--- src/common/bpo_defs.svh ---
// Register offsets, field positions and reset values of the port option block.
`ifndef BPO_DEFS_SVH
`define BPO_DEFS_SVH
`define BPO_PORT_OPTION_OFS 8'h74
`define BPO_RETRY_LIMIT_OFS 8'h78
`define BPO_EVT_STATUS_OFS  8'h7c
`define BPO_EVT_MASK_OFS    8'h80
`define BPO_PRI_RD_ALIAS    1
`define BPO_PRI_WR_ALIAS    2
`define BPO_SEC_RD_ALIAS    3
`define BPO_SEC_WR_ALIAS    4
`define BPO_PRI_WI_DISC     7
`define BPO_SEC_WI_DISC     8
`define BPO_LONG_LOCK       9
`define BPO_SEC_HOLD_REQ    10
`define BPO_PRI_HOLD_REQ    11
`define BPO_PORT_WR_MASK    16'h0f9e
`define BPO_PORT_OPTION_RST 16'h0c00
`define BPO_RETRY_LIMIT_RST 32'h01000000
`define BPO_EVT_TIMEOUT     0
`define BPO_EVT_POSTED_FAIL 1
`define BPO_CMD_MEM_RD      4'h6
`define BPO_CMD_MEM_WR      4'h7
`define BPO_CMD_MEM_RD_MULT 4'hc
`define BPO_CMD_MEM_RD_LINE 4'he
`define BPO_CMD_MEM_WR_INV  4'hf
`endif

--- src/common/bpo_pkg.sv ---
// Types shared by the port option block.
package bpo_pkg;
	typedef enum logic [2:0] {
		BPO_IDLE    = 3'b001,
		BPO_RETRY   = 3'b010,
		BPO_EXPIRED = 3'b100
	} bpo_state_type;

	// One side's view of a retried request against its pending transaction.
	typedef struct packed {
		logic [3:0] retry_cmd;
		logic [3:0] pending_cmd;
		logic       mwi_active;
		logic       line_boundary;
		logic       req_owned;
		logic       frame_seen;
		logic       fifo_empty;
		logic       target_term;
		logic       lock_cycle;
	} bpo_side_in_type;

	typedef struct packed {
		logic cmd_match;
		logic mwi_disconnect;
		logic mwi_to_plain;
		logic req_hold;
		logic long_lock_req;
	} bpo_side_out_type;
endpackage

--- src/verilog/bpo_port_option_ctrl.sv ---
// Port option and retry limit registers with the retry attempt counter.
//
// Contract
// - Read alias bits let line/multiple reads match.
// - Write alias bits let invalidate writes match.
// - Invalidate bit clear converts to plain write.
// - Invalidate bit set disconnects at line boundaries.
// - Bit 9 enables long request for locks.
// - Bit 10 sets secondary master request hold.
// - Bit 11 sets primary master request hold.
// - Reserved option bits read zero, ignore writes.
// - Retry limit register, default two to 24.
// - Posted write failure sets flag, system error.
//
// The implementer's own choice: the Avalon-MM interface to the registers.
`timescale 1ns/1ps
`include "bpo_defs.svh"
module bpo_port_option_ctrl
	import bpo_pkg::*;
(
	// Clock and reset.
	input  wire logic             sys_clk_i,
	input  wire logic             reset_i,
	// Avalon-MM slave.
	input  wire logic [7:0]       avs_address_i,
	input  wire logic             avs_read_i,
	input  wire logic             avs_write_i,
	input  wire logic [31:0]      avs_writedata_i,
	input  wire logic [3:0]       avs_byteenable_i,
	output logic [31:0]           avs_readdata_o,
	output logic                  avs_waitrequest_o,
	// Primary and secondary side traffic.
	input  wire bpo_side_in_type  pri_side_i,
	input  wire bpo_side_in_type  sec_side_i,
	output bpo_side_out_type      pri_side_o,
	output bpo_side_out_type      sec_side_o,
	// Retry sequencing of the queued transaction.
	input  wire logic             txn_start_i,
	input  wire logic             txn_retry_i,
	input  wire logic             txn_done_i,
	input  wire logic             txn_posted_i,
	output logic                  retry_stop_o,
	output logic                  retry_timeout_o,
	// Error and interrupt.
	output logic                  primary_system_error_n_o,
	output logic                  irq_o
);
	typedef struct packed {
		logic [15:0]   port_option;
		logic [31:0]   retry_limit;
		logic [1:0]    evt_status;
		logic [1:0]    evt_mask;
		logic [31:0]   attempts;
		bpo_state_type state;
		logic          posted;
		logic          timeout_pulse;
		logic          ack;
		logic [31:0]   rdata;
	} bpo_regs_type;

	bpo_regs_type r;
	bpo_regs_type next_r;
	logic         req;
	logic         access;
	logic         commit;
	logic [31:0]  wmask;
	logic [1:0]   evt_set;
	logic [31:0]  rd_mux;

	bpo_side_ctrl u_pri (
		.rd_alias_i  (r.port_option[`BPO_PRI_RD_ALIAS]),
		.wr_alias_i  (r.port_option[`BPO_PRI_WR_ALIAS]),
		.wi_disc_i   (r.port_option[`BPO_PRI_WI_DISC]),
		.hold_req_i  (r.port_option[`BPO_PRI_HOLD_REQ]),
		.long_lock_i (r.port_option[`BPO_LONG_LOCK]),
		.side_i      (pri_side_i),
		.side_o      (pri_side_o)
	);

	bpo_side_ctrl u_sec (
		.rd_alias_i  (r.port_option[`BPO_SEC_RD_ALIAS]),
		.wr_alias_i  (r.port_option[`BPO_SEC_WR_ALIAS]),
		.wi_disc_i   (r.port_option[`BPO_SEC_WI_DISC]),
		.hold_req_i  (r.port_option[`BPO_SEC_HOLD_REQ]),
		.long_lock_i (r.port_option[`BPO_LONG_LOCK]),
		.side_i      (sec_side_i),
		.side_o      (sec_side_o)
	);

	// Each request waits one cycle so read data come from a register.
	// Writes land at the edge where waitrequest is seen low, where the bus
	// places the transfer, so a written value never shows a cycle early.
	assign req = avs_read_i || avs_write_i;
	assign access = req && !r.ack;
	assign commit = req && r.ack;
	assign avs_waitrequest_o = access;
	assign avs_readdata_o = r.rdata;
	assign retry_stop_o = r.state == BPO_EXPIRED;
	assign retry_timeout_o = r.timeout_pulse;
	assign primary_system_error_n_o =
		!r.evt_status[`BPO_EVT_POSTED_FAIL];
	assign irq_o = |(r.evt_status & r.evt_mask);

	genvar gi;
	generate
		for (gi = 0; gi < 4; gi++) begin : g_lane
			assign wmask[gi*8 +: 8] = {8{avs_byteenable_i[gi]}};
		end
	endgenerate

	always_comb begin
		unique case (avs_address_i)
			`BPO_PORT_OPTION_OFS: rd_mux = {16'h0000, r.port_option};
			`BPO_RETRY_LIMIT_OFS: rd_mux = r.retry_limit;
			`BPO_EVT_STATUS_OFS:  rd_mux = {30'h00000000, r.evt_status};
			`BPO_EVT_MASK_OFS:    rd_mux = {30'h00000000, r.evt_mask};
			default:              rd_mux = 32'h00000000;
		endcase
	end

	always_comb begin
		next_r = r;
		next_r.ack = access;
		next_r.timeout_pulse = 1'b0;
		evt_set = 2'b00;
		if (access && avs_read_i) begin
			next_r.rdata = rd_mux;
		end
		if (commit && avs_write_i) begin
			unique case (avs_address_i)
				`BPO_PORT_OPTION_OFS: begin
					next_r.port_option = (r.port_option
						& ~(wmask[15:0] & `BPO_PORT_WR_MASK))
						| (avs_writedata_i[15:0] & wmask[15:0]
						& `BPO_PORT_WR_MASK);
				end
				`BPO_RETRY_LIMIT_OFS: begin
					next_r.retry_limit = (r.retry_limit & ~wmask)
						| (avs_writedata_i & wmask);
				end
				`BPO_EVT_STATUS_OFS: begin
					next_r.evt_status = r.evt_status
						& ~(avs_writedata_i[1:0] & wmask[1:0]);
				end
				`BPO_EVT_MASK_OFS: begin
					next_r.evt_mask = (r.evt_mask & ~wmask[1:0])
						| (avs_writedata_i[1:0] & wmask[1:0]);
				end
				default: begin
				end
			endcase
		end
		unique case (r.state)
			BPO_IDLE: begin
				if (txn_start_i) begin
					next_r.attempts = 32'h00000000;
					next_r.posted = txn_posted_i;
					next_r.state = BPO_RETRY;
				end
			end
			BPO_RETRY: begin
				// A new transaction replaces the one still being retried.
				if (txn_start_i) begin
					next_r.attempts = 32'h00000000;
					next_r.posted = txn_posted_i;
				end else if (txn_done_i) begin
					next_r.state = BPO_IDLE;
				end else if (txn_retry_i) begin
					next_r.attempts = r.attempts + 32'h00000001;
					// A zero limit would never be reached, so it expires on the first retry.
					if (r.attempts + 32'h00000001 >= r.retry_limit) begin
						next_r.state = BPO_EXPIRED;
						next_r.timeout_pulse = 1'b1;
						evt_set[`BPO_EVT_TIMEOUT] = 1'b1;
						evt_set[`BPO_EVT_POSTED_FAIL] = r.posted;
					end
				end
			end
			BPO_EXPIRED: begin
				if (txn_start_i) begin
					next_r.attempts = 32'h00000000;
					next_r.posted = txn_posted_i;
					next_r.state = BPO_RETRY;
				end else if (txn_done_i) begin
					next_r.state = BPO_IDLE;
				end
			end
		endcase
		// Setting wins over a clear in the same cycle.
		next_r.evt_status = next_r.evt_status | evt_set;
	end

	always_ff @(posedge sys_clk_i) begin
		if (reset_i) begin
			r.port_option   <= `BPO_PORT_OPTION_RST;
			r.retry_limit   <= `BPO_RETRY_LIMIT_RST;
			r.evt_status    <= 2'b00;
			r.evt_mask      <= 2'b00;
			r.attempts      <= 32'h00000000;
			r.state         <= BPO_IDLE;
			r.posted        <= 1'b0;
			r.timeout_pulse <= 1'b0;
			r.ack           <= 1'b0;
			r.rdata         <= 32'h00000000;
		end else begin
			r <= next_r;
		end
	end
endmodule // bpo_port_option_ctrl

--- src/verilog/bpo_side_ctrl.sv ---
// Command matching, write-and-invalidate handling and request hold for one side.
`timescale 1ns/1ps
`include "bpo_defs.svh"
module bpo_side_ctrl
	import bpo_pkg::*;
(
	// Configuration.
	input  wire logic             rd_alias_i,
	input  wire logic             wr_alias_i,
	input  wire logic             wi_disc_i,
	input  wire logic             hold_req_i,
	input  wire logic             long_lock_i,
	// Side traffic.
	input  wire bpo_side_in_type  side_i,
	output bpo_side_out_type      side_o
);
	logic rd_alias_hit;
	logic wr_alias_hit;

	always_comb begin
		rd_alias_hit = rd_alias_i
			&& side_i.pending_cmd == `BPO_CMD_MEM_RD
			&& (side_i.retry_cmd == `BPO_CMD_MEM_RD_LINE
			|| side_i.retry_cmd == `BPO_CMD_MEM_RD_MULT);
		wr_alias_hit = wr_alias_i
			&& side_i.pending_cmd == `BPO_CMD_MEM_WR
			&& side_i.retry_cmd == `BPO_CMD_MEM_WR_INV;
		side_o.cmd_match = side_i.retry_cmd == side_i.pending_cmd
			|| rd_alias_hit || wr_alias_hit;
		side_o.mwi_to_plain = side_i.mwi_active && !wi_disc_i;
		side_o.mwi_disconnect = side_i.mwi_active && wi_disc_i
			&& side_i.line_boundary;
		// Long lock requests keep the grant for the whole locked sequence.
		side_o.long_lock_req = long_lock_i && side_i.lock_cycle;
		if (hold_req_i) begin
			side_o.req_hold = side_i.req_owned && !side_i.fifo_empty
				&& !side_i.target_term;
		end else begin
			side_o.req_hold = side_i.req_owned && !side_i.frame_seen;
		end
	end
endmodule // bpo_side_ctrl

--- config.mk ---
export PLATFORM = sky130hd
export DESIGN_NAME = bpo_port_option_ctrl
export DESIGN_NICKNAME = d
export VERILOG_FILES = /design/src/common/bpo_pkg.sv /design/src/verilog/bpo_port_option_ctrl.sv /design/src/verilog/bpo_side_ctrl.sv
export VERILOG_INCLUDE_DIRS = /design/src /design/src/common
export SDC_FILE = /design/constraint.sdc
export NUM_CORES = 1
export LEC_CHECK = 0
export BUFFER_PORTS_ARGS = -buffer_cell sky130_fd_sc_hd__buf_2
export CAP_MARGIN = 10
export CORE_MARGIN = 2
export CORE_UTILIZATION = 56
export CTS_CLUSTER_SIZE = 12
export DETAILED_ROUTE_END_ITERATION = 8
export GPL_TIMING_DRIVEN = 0
export PLACE_DENSITY = 0.81
export SYNTH_ARGS = -nofsm -noshare
export SYNTH_HDL_FRONTEND = slang
export SYNTH_HIERARCHICAL = 1
export SYNTH_SLANG_ARGS = --single-unit
--- constraint.sdc ---
create_clock -name sys_clk_i -period 3.5 [get_ports sys_clk_i]
set_clock_uncertainty 0.2 [all_clocks]
set_input_delay 0.175 -clock sys_clk_i [delete_from_list [all_inputs] [get_ports sys_clk_i]]
set_output_delay 0.175 -clock sys_clk_i [all_outputs]
set_load 0.02 [all_outputs]
-- After elaboration in Yosys (flattened, before gate mapping)
Index checks and enable logic that the tools add are counted.
- order comparisons: 1
- reduce and logical (&&, ||, !) cells: 50
- add/subtract/negate cells: 1
- multiplexer cells: 24
- equality and inequality tests: 27
- bitwise gates (word level): 18
- operators with widths (cell ; number):
    one-hot mux 32 bit (4 select lines) ; 1
    one-hot mux 36 bit (3 select lines) ; 1
    2-to-1 mux 32 bit ; 3
    AND 32 bit ; 2
    2-to-1 mux 36 bit ; 1
    2-to-1 mux 35 bit ; 1
    adder 32 x 1 -> 32 bit (second input constant) ; 1
    >= comparator 32 bit ; 1
    inverter 32 bit ; 1
    bitwise OR 32 bit ; 1
    logical AND 1 bit ; 26
    equality test 4 bit (second input constant) ; 6
    equality test 8 x 7 -> 1 bit (second input constant) ; 3
    AND 16 bit ; 1
    equality test 4 x 3 -> 1 bit (second input constant) ; 4
    inverter 12 -> 16 bit ; 1
    bitwise OR 16 x 12 -> 16 bit ; 1
    2-to-1 mux 3 bit ; 5
    inequality test 3 bit (second input constant) ; 5
    2-to-1 mux 2 bit ; 7
    AND 12 bit ; 1
    zero test 1 bit ; 10
    AND 2 bit ; 4
    equality test 4 bit ; 2
    other kinds (16) ; 32
- logic and storage cells: 131
- output and inout bits: 47
- input bits: 82
- register bits: 122

-- Depth between registers and ports, before layout
Gate-level depths: netlist of the first run.
- word-level depth: 8
- mapped depth: 13
- gate-level depth less buffers: 13

-- Cells and area by module
The synthesis of the first run kept the hierarchy.
- by module, submodules not included (module ; cells an instance ; times used ; area an instance (um^2) ; sequential area each (um^2)):
    bpo_port_option_ctrl ; 749 ; 1 ; 6279.8 ; 2302.2
    bpo_side_ctrl ; 17 ; 2 ; 120.1 ; 0.0

-- Worst setup path before layout of the first run
OpenSTA, ideal clock, no wires.
- path kind: register to register
- from: reg r[46] in the netlist's numbering
- to: reg r[36] in the netlist's numbering
- setup time: 0.128 ns
- period minus slack after synthesis: 3.198 ns
- data required time: 3.172 ns
- setup slack: 0.302 ns
- cell stages (with the launch flop): 13
- arrival: 2.869 ns
- path buffers: 0
- cells stage by stage: dfxtp_1 nand4_4 nor4_4 nand3_4 nor3_4 xor2_1 ha_1 nand4_1 nor4_1 nand2_1 or2_2 o22ai_1 o41ai_1
- longest elaborated chain between the ends: 4
- RTL lines (item ; RTL line ; source):
    start: declaration ; bpo_port_option_ctrl.sv:61 ; bpo_regs_type r;
    start signal: assignment ; bpo_port_option_ctrl.sv:206 ; r <= next_r;
    adder 32 x 1 -> 32 bit ; bpo_port_option_ctrl.sv:171 ; if (r.attempts + 32'h00000001 >= r.retry_limit) begin
    >= comparator 32 bit ; bpo_port_option_ctrl.sv:171 ;
    inequality test 3 bit (no source line) ; - ;
    AND reduction 5 bit (no source line) ; - ;
No other way between the ends.
A chain may end at the register's enable or synchronous reset.

-- Worst setup path after layout of the first run
- from: reg r[39] in the netlist's numbering
- to: reg r[72] in the netlist's numbering
- longest elaborated chain between the ends: 8
- RTL lines (item ; RTL line ; source):
    adder 32 x 1 -> 32 bit ; bpo_port_option_ctrl.sv:171 ;
    >= comparator 32 bit ; bpo_port_option_ctrl.sv:171 ;
    2-to-1 mux 2 bit ; bpo_port_option_ctrl.sv:171 ;
    2-to-1 mux 2 bit ; bpo_port_option_ctrl.sv:168 ; end else if (txn_retry_i) begin
    2-to-1 mux 2 bit ; bpo_port_option_ctrl.sv:166 ; end else if (txn_done_i) begin
    2-to-1 mux 2 bit ; bpo_port_option_ctrl.sv:163 ; if (txn_start_i) begin
    2-to-1 mux 2 bit ; bpo_port_option_ctrl.sv:153 ; unique case (r.state)
    bitwise OR 2 bit ; bpo_port_option_ctrl.sv:190 ; next_r.evt_status = next_r.evt_status | evt_set;
No other way between the ends.

==> results of run 1 <==
==> layout make-up <==
class	instances	area share, %
flip-flops and latches	115	27.50
multi-input cells	555	44.48
plain buffers	71	4.785
clock inverters	9	1.207
well taps	143	2.131
repair buffers	165	12.13
clock buffers	23	5.932
inverters	41	1.833
==> routing by layer <==
layer,global-route usage [%],share of wire (%)
met2,50.83,51
met5,0,0
met1,35.10,41
met4,9.959,2.4
met3,6.206,6.0
==> report_power, final <==
group          switching, uW  internal (uW)
sequential              7.61           1320
clock                    603           1130
combinational            130            101
total                    740           2550
==> worst min-delay path: cells and delay by family <==
family / cells / cell delay, ns
buffers and inverters: 1 / 0.16
and+or+nand+nor: 2 / 0.26
==> cells by family (layout without fill, tap and decap cells) <==
family / Yosys count / after routing / share of synthesized area (%)
AND/OR/NAND/NOR: 277 / 277 / 22.47
AO/OA/AOI/OAI: 164 / 164 / 15.39
flip-flops: 115 / 115 / 35.31
buffers and inverters: 113 / 309 / 8.540
multiplexers: 43 / 43 / 6.621
XOR/XNOR: 38 / 38 / 5.335
adder cells (fa/ha/maj): 33 / 33 / 6.333
==> timing repair <==
action                                  4_1_cts  5_1_grt
gates resized for setup                       5       17
buffers inserted                              3        0
cloned                                        0        0
pin swaps                                     3        1
endpoints found under the hold margin        48        0
hold buffers                                 37        0
endpoints found under the setup margin        5        4
==> path summary, 6_finish.rpt <==
kind                           start            endpoint  slack (ns)  depth (start not counted)
hold / removal           txn_start_i               r[34]        0.03                          3
setup reg to reg               r[39]               r[72]        0.13                         13
setup / recovery               r[39]               r[72]        0.13                         13
hold reg to reg   avs_readdata_o[14]  avs_readdata_o[14]        0.25                          2
==> placed cells by master (no fill, tap or decap), types with 28 or more instances in the layout <==
cell,netlist,final
dfxtp_1,115,110
dlygate4sd3_1,0,37
clkbuf_1,28,28
inv_1,40,40
a21oi_1,69,69
mux2i_1,42,42
buf_2,10,134
nand3_1,40,39
ha_1,33,32
nor2_1,88,83
nand2_1,58,58
buf_4,32,35
==> per-stage QoR <==
stage | instances | TNS (ns) | total power (uW) | setup WS, ns
global route | 1122 | -0.02081 | 3393 | -0.01118
global placement | 1051 | -1.345 | 1539 | -0.3176
detailed placement | 1051 | -1.490 | 1542 | -0.3385
floorplan | 783 | 0 | 1449 | 0.3021
finish | 1122 | 0 | 3292 | 0.1319
CTS | 1122 | 0 | 3299 | 0.02429
==> impl_metrics.tcl, run 1 <==
set metrics [dict create \
    synth_ff_type "dfxtp_1" \
    period_minus_slack_ns 3.368 \
    ant_nets 0 \
    crit_path_frequent_cell "and4_1" \
    yosys.cell_count.top_type "dfxtp_1" \
    die_y_um 111.9 \
    critPathMaxStageDelay_ns 0.37 \
    synth_edf_count 0 \
    drv_slew 0 \
    cts_tree "built" \
    cts_made_buffers 17 \
    finalInstanceArea_sq_um 8394 \
    num_rows 39 \
    ys_ff_latch 115 \
    hpwl_um 12200 \
    grt_pass1_vias 6126 \
    fmax_ghz 0.2969 \
    grtUsageTotal_pct 28.94 \
    ir_worst_vdd_v 0.0003817 \
    slew_headroom_pct 43.41 \
    place.gp.congestion 0.9137 \
    io_buffers 125 \
    drt_iter0_drc 495 \
    maxCapViolCount 0 \
    drc_errors 0 \
    placed_cell_area_sq_um 7325 \
    cp_slowest_cell "dfxtp_1" \
    die_area_sq_um 12520 \
    cts_sinks 115 \
    critical_path_class "reg -> reg" \
    clk_pin_slew_ns 0.05 \
    diodes 0 \
    synthDistinctLibCells 68 \
    synth.top_cells.by_count "dfxtp_1 (115), nor2_1 (88), a21oi_1 (69)" \
    num-nets-final 1081 \
    leakage_uw 0.003672 \
    cts_buffer_depth 2 \
    coreArea_sq_um 11370 \
    start_kind "register" \
    vias 6387 \
    crit_family "simple AND/OR/NAND/NOR gates" \
    die_w_um 111.9 \
    routedWlPerCell_um 15.92 \
    cp.arrival_ns 3.48 \
    cellPowerDensity_nw_per_um2 392.2 \
    hold_slack_ns 0.03034 \
    clock_latency_ns 0.42 \
    outcome "finished, final reports clean" \
    cp_num_buf_inv 1 \
    cts.htree.levels 4 \
    crit_fanout 8 \
    hp-class "in -> reg" \
    fin_util_pct 73.83 \
    worst_pin_slew_ns 0.8432 \
    num_io_pins 129 \
    gr-total-overflow 0 \
    fill_cells 831 \
    viasPerCell 5.693 \
    ys_top_cells_by_area "dfxtp_1 (35%), mux2i_1 (6.4%), ha_1 (6.3%)" \
    syn_nets 898 \
    regArea_sq_um 2308 \
    drive_gt1_share_pct 24.62 \
    end_kind "register" \
    synth_async_sr_flop_share_pct 0 \
    synth.avg_cell_area_sq_um 8.327 \
    timing.final.crit_share_pct 96.23 \
    drtPass1Iterations 5 \
    finalHoldViolations 0 \
    crit_chain "and4_1 > and4_1 > clkbuf_4 > nand3_4 > nor3_4 > xor2_2 > ha_1 > nand4_1 > nor2_1 > a221o_1 > o21ai_1 > o31ai_2 > a31o_2" \
    synthCells 783 \
    start_util_pct 57.35 \
    ys_warn_count 6 \
    antenna_found_initial 0 \
    synth_top_area_share_pct 35.31 \
    yosysSeqAreaShare_pct 35.31 \
    drt_wl_total_um 17860 \
    area_growth_pct 28.75 \
    cts-root-buf "clkbuf_16" \
    grt_max_degree 17 \
    setup_violations 0 \
    multi_input_area_sq_um 3734 \
    syn_area_sq_um 6520 \
    required_ns 3.61 \
    yosysTopAreaCell "dfxtp_1" \
    grt_pass1_wl_um 29370 \
]
No activity file was read; power rests on OpenSTA's default activity.
==> inputs of run 2 (changes only) <==
CTS_CLUSTER_SIZE = 30   (was 12)
clock period = 3.2 ns   (was 3.5 ns; I/O delays follow)
==> run 2 against run 1 <==
  * The run now ends with setup timing left
  * Non-clock buffer count rose by 16
  * Sequential share of layout area is 0.50 points lower
  * Sequential power grew 9%
  * Critical endpoint unchanged
  * Largest cell class unchanged
  * Largest power group unchanged
==> impl_metrics.tcl, run 2 (synthesis gave the netlist of run 1 again) <==
set metrics [dict create \
    outcome "finished with violations" \
    violations "setup timing" \
    startpoint "r[45]" \
    r2r_setup_slack_ns -0.12 \
    io_buffers 125 \
    area_growth_pct 32.93 \
    cp.arrival_ns 3.43 \
    viasPerCell 5.739 \
    fmax_ghz 0.3016 \
    crit_cells 14 \
    crit_family "simple AND/OR/NAND/NOR gates" \
    finalHoldViolations 0 \
    drtPass1Iterations 6 \
    use_met2_pct 52.48 \
    coreArea_sq_um 11370 \
    grt_pass1_wl_um 30140 \
    rsz0062_at_grt "true" \
    routedWlPerCell_um 16.53 \
    drive_gt1_share_pct 28.24 \
    slew_headroom_pct 42.97 \
    cts-root-buf "clkbuf_16" \
    diodes 0 \
    clock_latency_ns 0.42 \
    grt_use_met3_pct 6.260 \
    r2r_start "r[45]" \
    critical_path_class "reg -> reg" \
    setup_violations 4 \
    grtUsageTotal_pct 29.66 \
    crit_chain "buf_6 > nand4_4 > nor4_4 > buf_4 > nand3_4 > nor3_4 > xor2_2 > ha_1 > nand4_1 > nor2_1 > a221o_1 > o21ai_2 > o31ai_4 > a31o_2" \
    post_layout_nonfiller_instances 1138 \
    p_int_uw 2785 \
    grt_pass1_vias 6310 \
    ant_nets 0 \
    place.gp.congestion 0.9137 \
    cts.htree.levels 4 \
    cp_num_buf_inv 2 \
    layout_commonest_cell "buf_2" \
    gr-total-overflow 0 \
    p_switching_uw 821.3 \
    worst_pin_slew_ns 0.8497 \
    timing.final.crit_share_pct 103.6 \
    die_area_sq_um 12520 \
    die_w_um 111.9 \
    leakage_uw 0.003790 \
    cp_slowest_cell "a221o_1" \
    crit_fanout 7 \
    pwr-share-clk_pct 52.9 \
    fin_util_pct 76.23 \
    maxCapViolCount 0 \
    final_cell_mix "buf_2 (133), dfxtp_1 (101), nor2_1 (83)" \
    grt_use_met1_pct 35.72 \
    end_kind "register" \
    start_kind "register" \
    hp-class "in -> reg" \
    cts_made_buffers 17 \
    combPwrFrac_pct 7.2 \
    rr_endpoint "r[72]" \
    dp_cells 1051 \
    crit_end "r[72]" \
    drt_wl_total_um 18810 \
    worst_slack_ns -0.1162 \
    num_rows 39 \
    cts_sinks 115 \
    busiest_layer "met2" \
    critPathMaxStageDelay_ns 0.37 \
    die_y_um 111.9 \
    clk_pin_slew_ns 0.05 \
    drv_slew 0 \
    p_sw_share_pct 22.77 \
    grt_max_degree 17 \
    cts_buffer_depth 2 \
    num-nets-final 1097 \
    ir_worst_vdd_v 0.0004220 \
    seqPwrFrac_pct 39.9 \
    required_ns 3.31 \
    antenna_found_initial 0 \
    cts_tree "built" \
    cellPowerDensity_nw_per_um2 416.2 \
    hpwl_um 12200 \
    drt_iter0_drc 504 \
    vias 6531 \
    period_minus_slack_ns 3.316 \
    start_util_pct 57.35 \
    num_io_pins 129 \
    hold_start "avs_address_i[2]" \
    drc_errors 0 \
    r2r_cells 14 \
]
run 2: changes by cell type in the layout (fill, tap and decap cells not counted), moves of 3 or more:
cell	change
buf_4	+14
dfxtp_1	-9
dfxtp_4	+8
buf_6	+4
and2_4	+3
run 2: tightest hold or removal path, cell delays in order:
cell and delay, ns:
clkbuf_1 0.17, nand4_1 0.13, a31o_2 0.15
run 2: area by class of cell:
cell class,instances,area (sq um)
Clock buffer,23,498.0
Sequential cell,115,2340
Inverter,41,153.9
Timing Repair Buffer,181,1146
Multi-Input combinational cell,555,3837
Buffer,71,411.6
Clock inverter,9,101.3
Fill cell,779,2703
Tap cell,143,178.9
run 2: worst min path at each step:
| stage | end | slack [ns] | cells past startpoint |
|---|---|---|---|
| 3_5_place_dp | register | 0.20 | 3 |
| 3_3_place_gp | register | 0.20 | 3 |
| 6_report | r[72] | 0.03 | 3 |
| 2_1_floorplan | register | 0.09 | 2 |
| 5_1_grt | r[72] | 0.05 | 3 |
| 4_1_cts | r[34] | 0.01 | 3 |
run 2: repair_timing:
action,in CTS,in global routing
cloned,0,0
hold buffers,37,0
setup buffers,13,6
resized for setup,44,23
hold endpoints to repair,48,0
setup endpoints to repair,5,5
pin swaps,17,13
run 2: layer usage:
metal	part of all wire, %	vias up
met5	0	-
met4	2.9	0
met3	5.0	54
met2	51	235
met1	41	3111
li1	-	3131
run 2: power by group through the flow:
stage | registers, uW | clock network, uW | logic (uW)
3_5_place_dp | 1480 | 0 | 209
5_1_grt | 1440 | 1990 | 280
2_1_floorplan | 1480 | 0 | 110
4_1_cts | 1440 | 1910 | 249
3_3_place_gp | 1480 | 0 | 206
6_report | 1440 | 1910 | 258
run 2: metrics by stage:
step                total power [uW]  setup WS [ns]  setup TNS, ns  cell area, sq um  hold WS [ns]
floorplan                       1585       0.002128              0              6520       0.08511
global placement                1684        -0.6176         -2.845              7325        0.1963
detailed placement              1687        -0.6385         -2.990              7325        0.2015
CTS                             3607       0.001270              0              8527       0.01370
global route                    3712        -0.2590         -1.033              8667       0.04992
finish                          3607        -0.1162        -0.3646              8667       0.02817
